===== config.mk =====
export PLATFORM = sky130hd
export DESIGN_NAME = chan_ctrl_reg
export DESIGN_NICKNAME = d
export VERILOG_FILES = /design/src/hw/chan_ctrl_pkg.sv /design/src/hw/chan_ctrl_reg.sv
export SDC_FILE = /design/constraint.sdc
export NUM_CORES = 1
export LEC_CHECK = 0
export ABC_AREA = 1
export BUFFER_PORTS_ARGS = -buffer_cell sky130_fd_sc_hd__buf_2
export CORE_MARGIN = 5
export CORE_UTILIZATION = 54
export CTS_CLUSTER_SIZE = 30
export DETAILED_ROUTE_END_ITERATION = 16
export PLACE_DENSITY = 0.85
export REMOVE_ABC_BUFFERS = 1
export SLEW_MARGIN = 20
export SYNTH_ARGS = -nofsm -noshare
export SYNTH_HDL_FRONTEND = slang
export SYNTH_SLANG_ARGS = --single-unit

===== constraint.sdc =====
create_clock -name i_clk_sys -period 2.8 [get_ports i_clk_sys]
set_input_delay 0.56 -clock i_clk_sys [delete_from_list [all_inputs] [get_ports i_clk_sys]]
set_output_delay 0.56 -clock i_clk_sys [all_outputs]
set_load 0.02 [all_outputs]

===== src/hw/chan_ctrl_pkg.sv =====
/*
  constants and carrier types for the output-channel divider and spread control register.
  assumes a serial configuration port elsewhere presents decoded word reads and writes.
*/
package chan_ctrl_pkg;

  // ==========================================================================
  // register map
  localparam logic [7:0]  CTRL_ADDR     = 8'h2d;
  localparam logic [15:0] CTRL_RESET    = 16'h0071;
  localparam logic [15:0] CTRL_WMASK    = 16'hfff9;

  // ==========================================================================
  // field positions
  localparam int POS_DELAY_MODE  = 15;
  localparam int POS_BYPASS      = 14;
  localparam int POS_DIV_RESET   = 13;
  localparam int POS_CNT_SRC     = 12;
  localparam int POS_CNT_DIV_LSB = 9;
  localparam int POS_TYPE        = 8;
  localparam int POS_DEPTH_LSB   = 6;
  localparam int POS_PERIOD_LSB  = 4;
  localparam int POS_SPREAD_EN   = 3;
  localparam int POS_SMOOTH      = 0;

  // ==========================================================================
  // modulation period in counter cycles per code
  localparam logic [9:0] PERIOD_CODE0 = 10'h0f0;
  localparam logic [9:0] PERIOD_CODE1 = 10'h190;
  localparam logic [9:0] PERIOD_CODE2 = 10'h208;
  localparam logic [9:0] PERIOD_CODE3 = 10'h22c;

  // depth in hundredths of a percent of carrier, down-spread figure
  localparam logic [9:0] DEPTH_CODE0 = 10'h032;
  localparam logic [9:0] DEPTH_CODE1 = 10'h064;
  localparam logic [9:0] DEPTH_CODE2 = 10'h0c8;
  localparam logic [9:0] DEPTH_CODE3 = 10'h1f4;

  typedef struct packed {
    logic       delay_mode;
    logic       bypass;
    logic       div_reset;
    logic       counter_from_ref;
    logic [2:0] counter_div;
    logic       spread_active;
    logic       spread_down;
    logic [9:0] depth_centi_pct;
    logic [9:0] period_cycles;
    logic       smooth_switch;
  } divider_ctl_s;

endpackage


===== src/hw/chan_ctrl_reg.sv =====
/*
  one channel's divider and spread control register, with the decoded controls that drive the
  fractional divider and the spread modulator.
  the raw word is kept for read-back; o_ctl is decoded from the same word in the same cycle,
  so the controls never lag the register by a clock.
  assumes the configuration port turns its serial traffic into single-cycle write and read
  strobes on i_clk_sys, so no strobe needs synchronising here.
  assumes the divider and modulator downstream sample o_ctl on i_clk_sys and that only one
  address is presented per strobe.
*/
`timescale 1ns/100ps
module chan_ctrl_reg
  import chan_ctrl_pkg::*;
(
  input  wire logic         i_clk_sys,
  input  wire logic         i_nrst,
  input  wire logic         i_wr,
  input  wire logic         i_rd,
  input  wire logic [7:0]   i_addr,
  input  wire logic [15:0]  i_wdata,
  output logic      [15:0]  o_rdata,
  output logic              o_rvalid,
  output divider_ctl_s      o_ctl
);

  // ==========================================================================
  // state
  typedef struct packed {
    logic [15:0]  reg_val;
    logic [15:0]  rdata;
    logic         rvalid;
    divider_ctl_s ctl;
  } state_s;

  state_s st_q;
  state_s st_d;

  // ==========================================================================
  // address decode
  // the port presents one address per strobe and only the control word is mapped
  // a write to any other address is dropped without an answer
  function automatic logic hits_ctrl(input logic [7:0] addr);
    hits_ctrl = (addr == CTRL_ADDR);
  endfunction

  // ==========================================================================
  // write and read paths
  // reserved bits 2..1 never take a one, so their read-back is always zero
  function automatic logic [15:0] write_merge(input logic [15:0] wdata);
    write_merge = wdata & CTRL_WMASK;
  endfunction

  // unmapped addresses answer zero rather than a stale word
  function automatic logic [15:0] read_word(input logic [7:0] addr, input logic [15:0] val);
    if (hits_ctrl(addr)) begin
      read_word = val;
    end else begin
      read_word = 16'h0000;
    end
  endfunction

  // ==========================================================================
  // lookups
  // modulation period in spread counter cycles
  function automatic logic [9:0] period_of(input logic [1:0] code);
    case (code)
      2'h0: begin
        period_of = PERIOD_CODE0;
      end
      2'h1: begin
        period_of = PERIOD_CODE1;
      end
      2'h2: begin
        period_of = PERIOD_CODE2;
      end
      default: begin
        period_of = PERIOD_CODE3;
      end
    endcase
  endfunction

  // down-spread depth in hundredths of a percent of the carrier
  function automatic logic [9:0] down_depth_of(input logic [1:0] code);
    case (code)
      2'h0: begin
        down_depth_of = DEPTH_CODE0;
      end
      2'h1: begin
        down_depth_of = DEPTH_CODE1;
      end
      2'h2: begin
        down_depth_of = DEPTH_CODE2;
      end
      default: begin
        down_depth_of = DEPTH_CODE3;
      end
    endcase
  endfunction

  // center spread swings half the down figure either side of the carrier;
  // the halving is exact because every down figure is even
  function automatic logic [9:0] depth_of(input logic [1:0] code, input logic down);
    if (down) begin
      depth_of = down_depth_of(code);
    end else begin
      depth_of = down_depth_of(code) >> 1;
    end
  endfunction

  // ==========================================================================
  // field decode
  // one function per control; spread_on_of and depth_pct_of each read two fields of the word, the rest one
  // 1 runs the divider as a delay element, 0 as a synthesiser
  function automatic logic delay_mode_of(input logic [15:0] r);
    delay_mode_of = r[POS_DELAY_MODE];
  endfunction

  // 1 skips every register stage of the divider
  function automatic logic bypass_of(input logic [15:0] r);
    bypass_of = r[POS_BYPASS];
  endfunction

  // 1 holds the divider in reset, 0 lets it run
  function automatic logic div_reset_of(input logic [15:0] r);
    div_reset_of = r[POS_DIV_RESET];
  endfunction

  // spread counter clock: 0 from the divider output, 1 from the reference
  function automatic logic counter_src_of(input logic [15:0] r);
    counter_src_of = r[POS_CNT_SRC];
  endfunction

  // division applied to the spread counter clock
  function automatic logic [2:0] counter_div_of(input logic [15:0] r);
    counter_div_of = r[POS_CNT_DIV_LSB +: 3];
  endfunction

  // spread stays off while the divider is held in reset, because the divider
  // output, one of the two counter clock sources, is stopped then
  function automatic logic spread_on_of(input logic [15:0] r);
    spread_on_of = r[POS_SPREAD_EN] & ~r[POS_DIV_RESET];
  endfunction

  // 0 is center spread, 1 is down spread
  function automatic logic spread_down_of(input logic [15:0] r);
    spread_down_of = r[POS_TYPE];
  endfunction

  // depth follows the spread type, in hundredths of a percent of the carrier
  function automatic logic [9:0] depth_pct_of(input logic [15:0] r);
    depth_pct_of = depth_of(r[POS_DEPTH_LSB +: 2], r[POS_TYPE]);
  endfunction

  // modulation period in counter cycles
  function automatic logic [9:0] period_cycles_of(input logic [15:0] r);
    period_cycles_of = period_of(r[POS_PERIOD_LSB +: 2]);
  endfunction

  // not a divider control; carried through for the output switch
  function automatic logic smooth_of(input logic [15:0] r);
    smooth_of = r[POS_SMOOTH];
  endfunction

  // ==========================================================================
  // decode
  function automatic divider_ctl_s decode(input logic [15:0] r);
    divider_ctl_s c;
    c.delay_mode       = delay_mode_of(r);
    c.bypass           = bypass_of(r);
    c.div_reset        = div_reset_of(r);
    c.counter_from_ref = counter_src_of(r);
    c.counter_div      = counter_div_of(r);
    c.spread_active    = spread_on_of(r);
    c.spread_down      = spread_down_of(r);
    c.depth_centi_pct  = depth_pct_of(r);
    c.period_cycles    = period_cycles_of(r);
    c.smooth_switch    = smooth_of(r);
    decode = c;
  endfunction

  // decoded controls at reset come from the same decode, so the two cannot drift apart
  localparam divider_ctl_s CTL_AT_RESET = decode(CTRL_RESET);

  // ==========================================================================
  // next state
  always_comb begin
    st_d        = st_q;
    st_d.rvalid = 1'b0;
    if (i_wr && hits_ctrl(i_addr)) begin
      st_d.reg_val = write_merge(i_wdata);
    end
    // a read in the same cycle as a write returns the word held before the write
    if (i_rd) begin
      st_d.rvalid = 1'b1;
      st_d.rdata  = read_word(i_addr, st_q.reg_val);
    end
    st_d.ctl = decode(st_d.reg_val);
  end

  // ==========================================================================
  // registers
  // the reset word and its decode are both constants, so the reset branch needs no clock
  always_ff @(posedge i_clk_sys or negedge i_nrst) begin
    if (!i_nrst) begin
      st_q.reg_val <= CTRL_RESET;
      st_q.rdata   <= 16'h0000;
      st_q.rvalid  <= 1'b0;
      st_q.ctl     <= CTL_AT_RESET;
    end else begin
      st_q <= st_d;
    end
  end

  // ==========================================================================
  // outputs, each straight from the state register
  assign o_rdata  = st_q.rdata;
  assign o_rvalid = st_q.rvalid;
  assign o_ctl    = st_q.ctl;

endmodule


==> flow_summary.ini <==
[floorplan]
row_count = 23
start_util_pct = 54.9
dieArea_mm2 = 0.00541
core_mm2 = 0.00397
io-pin-count = 75
fp.dieW_um = 73.6
die_h_um = 73.6

[clock_network]
tritoncts = done
post_cts_buffers = 0
clkLatencyLatePin_ns = 0.29
clk_path_buf_depth = 2
cts-hold-fix-buffers = 0
cts_resized = 0
cts_buffers = 5
path_clk_slew_ns = 0.08
h-tree-depth = 2
clock-root-buffer = clkbuf_8
clock_sinks = 44

[setup_path]
worstPathCellList = buf_2 > inv_2 > nand2_1 > nor2_4 > nand3_4 > nand2_1 > nand2_1 > inv_1 > ha_1 > inv_1 > nand2_1 > nand2_1
startpoint_type = input port
path_max_fanout = 9
required_ns = 3.03
cp.arrival_ns = 1.93
cpMostUsedCell = nand2_1
slowest_stage = ha_1
crit_family = simple AND/OR/NAND/NOR gates
crit_type = in2reg
path_buf_inv = 4
r2r_slack_ns = 1.38
cpPeakStageDelay_ns = 0.25
end_kind = flop

[grt]
antenna_found_initial = 0
globalRouteMet1Util_pct = 18.6
grtUsageTotal_pct = 15.2
grt_start_max_net_pins = 45
met2_usage_pct = 25.1
top_usage_layer = met2
grt_pass1_vias = 1346
grt_first_pass_wirelength_um = 6250
globalRouteMet3Util_pct = 3.69
grt-ovfl-total = 0

[timing]
finalSetupViolCount = 0
finalSetupTns_ns = 0
finalCriticalPeriod_ns = 1.70
finalHoldViolations = 0
drv_slew = 0
fin_crit_sh_pct = 60.7
max_freq_ghz = 0.589
finalWorstSetupSlack_ns = 1.10
skew_ns = 0.00460
worst_slew_pin_slew_ns = 0.735
max_slew_margin_pct = 50.9
rsz0062_at_grt = false

[yosys]
synth_top_area_share_pct = 40.2
syn-cell-area_mm2 = 0.00218
yosys_warnings = 0
syn_area_per_cell_um2 = 9.44
ys_seq_area_share_pct = 51.0
synth_area_leaders = dfrtp_1, buf_4, nand2_1, dfstp_2, ha_1
synth_largest_area_cell = dfrtp_1
synth_cell_type_count = 21
ys_ff_latch = 44
synthCells = 231

[drt]
vias = 1432
drt_iter0_markers = 85
routed_wirelength_um = 3840
wire_per_inst_um = 12.4
first_pass_iters = 4
ant_nets = 0
vias_per_cell = 4.62
drc = 0

[power]
p_comb_share_pct = 13.1
design_power_total_mw = 1.34
switchingPower_mw = 0.343
peakVddDrop_mv = 0.394
powerDensity_mw_per_mm2 = 575
pwr-share-seq_pct = 51.4
leakage_nw = 1.30
p_clk_share_pct = 35.5
switching_share_pct = 25.6
p_int_mw = 0.996

[cells_and_area]
layout.nets = 295
fillers = 370
layout_commonest_cell = buf_2
fin_area_mm2 = 0.00233
final_cell_mix = buf_2, nand2_1, dfrtp_1, inv_1, o31ai_1
area_growth_pct = 6.77
insertedDiodeCount = 0
layout-drive-gt1-share_pct = 35.4

[job]
max_cap_viol_count = 0

[outcome]
status = finished clean

[worst_hold_path]
hold_class = in2async

[placed_design]
gp_congestion = 0.766
io_buffers = 67
post-place-ws_ns = 0.786
place_hpwl_um = 2770
place_area_mm2 = 0.00222
[kinds of logic after synthesis]
group,count (synthesis),share of synthesized area (%)
other cells,1,0.172
simple gates,77,15.4
flops,44,51.0
buf+inv,78,22.3
fa+ha+maj,8,4.59
compound gates,23,6.60
[registers in the layout, indices dropped and copies added (netlist names)]
| signal | cells |
|---|---|
| st_q | 11 |
| o_rvalid | 1 |
| o_ctl | 18 |
| o_rdata | 14 |
[worst register-to-register path, delay by kind of cell (launching register included)]
kind | cells | cell delay, ns
fa+ha+maj | 1 | 0.29
buf+inv | 2 | 0.17
flops | 1 | 0.55
simple gates | 4 | 0.31
[area by class of cell]
class	instances	area (µm²)	area share, %
Multi-Input combinational cell	113	598	25.7
Timing Repair Buffer	67	338	14.5
Clock buffer	6	72.6	3.12
Inverter	28	110	4.73
Tap cell	50	62.6	2.69
Sequential cell	44	1110	47.8
Clock inverter	2	35.0	1.50
[metrics by stage]
stage               util (%)  std cells  hold WS [ns]
detailed placement      55.9        302         0.463
finish                  58.6        310         0.249
global placement        55.9        302         0.458
CTS                     58.6        310         0.445
floorplan                  -        185         0.264
global route            58.6        310         0.297
[final timing paths]
check                                    endpoint                   start  cells after the start
min                          st_q[58]$_DFFE_PN0N_                  i_nrst                      1
min in group i_clk_sys         o_rvalid$_DFF_PN0_                    i_rd                      1
min reg2reg                o_rdata[4]$_DFFE_PN0P_  o_rdata[4]$_DFFE_PN0P_                      2
max in group asynchronous     o_ctl[15]$_DFF_PN1_                  i_nrst                      1
max                           o_ctl[14]$_DFF_PN0_               i_addr[1]                     12
max reg2reg                   o_ctl[14]$_DFF_PN0_      st_q[53]$_DFF_PN1_                      7
[synthesized netlist by cell type, drive strengths merged]
cell	instances
buf	49
clkinv	1
o31ai	10
nand2	67
dfstp	9
nand4	4
clkbuf	1
dfrtp	35
nand3	1
ha	8
nor2	5
inv	27
o21ai	13
conb	1
[power groups by stage]
| stage | registers [mW] | clock network (mW) | logic, mW |
|---|---|---|---|
| 2_1_floorplan | 0.746 | 0 | 0.0557 |
| 5_1_grt | 0.693 | 0.520 | 0.195 |
| 4_1_cts | 0.689 | 0.485 | 0.178 |
| 6_report | 0.689 | 0.475 | 0.175 |
| 3_3_place_gp | 0.700 | 0 | 0.172 |
| 3_5_place_dp | 0.701 | 0 | 0.178 |
[metal layers]
metal / part of all wire [%] / vias to the layer above
met5: 0 / -
met4: 1.9 / 0
met3: 8.8 / 6
met2: 47 / 55
met1: 42 / 657
li1: - / 714
Note: power is estimated with default switching activity, not from simulation.
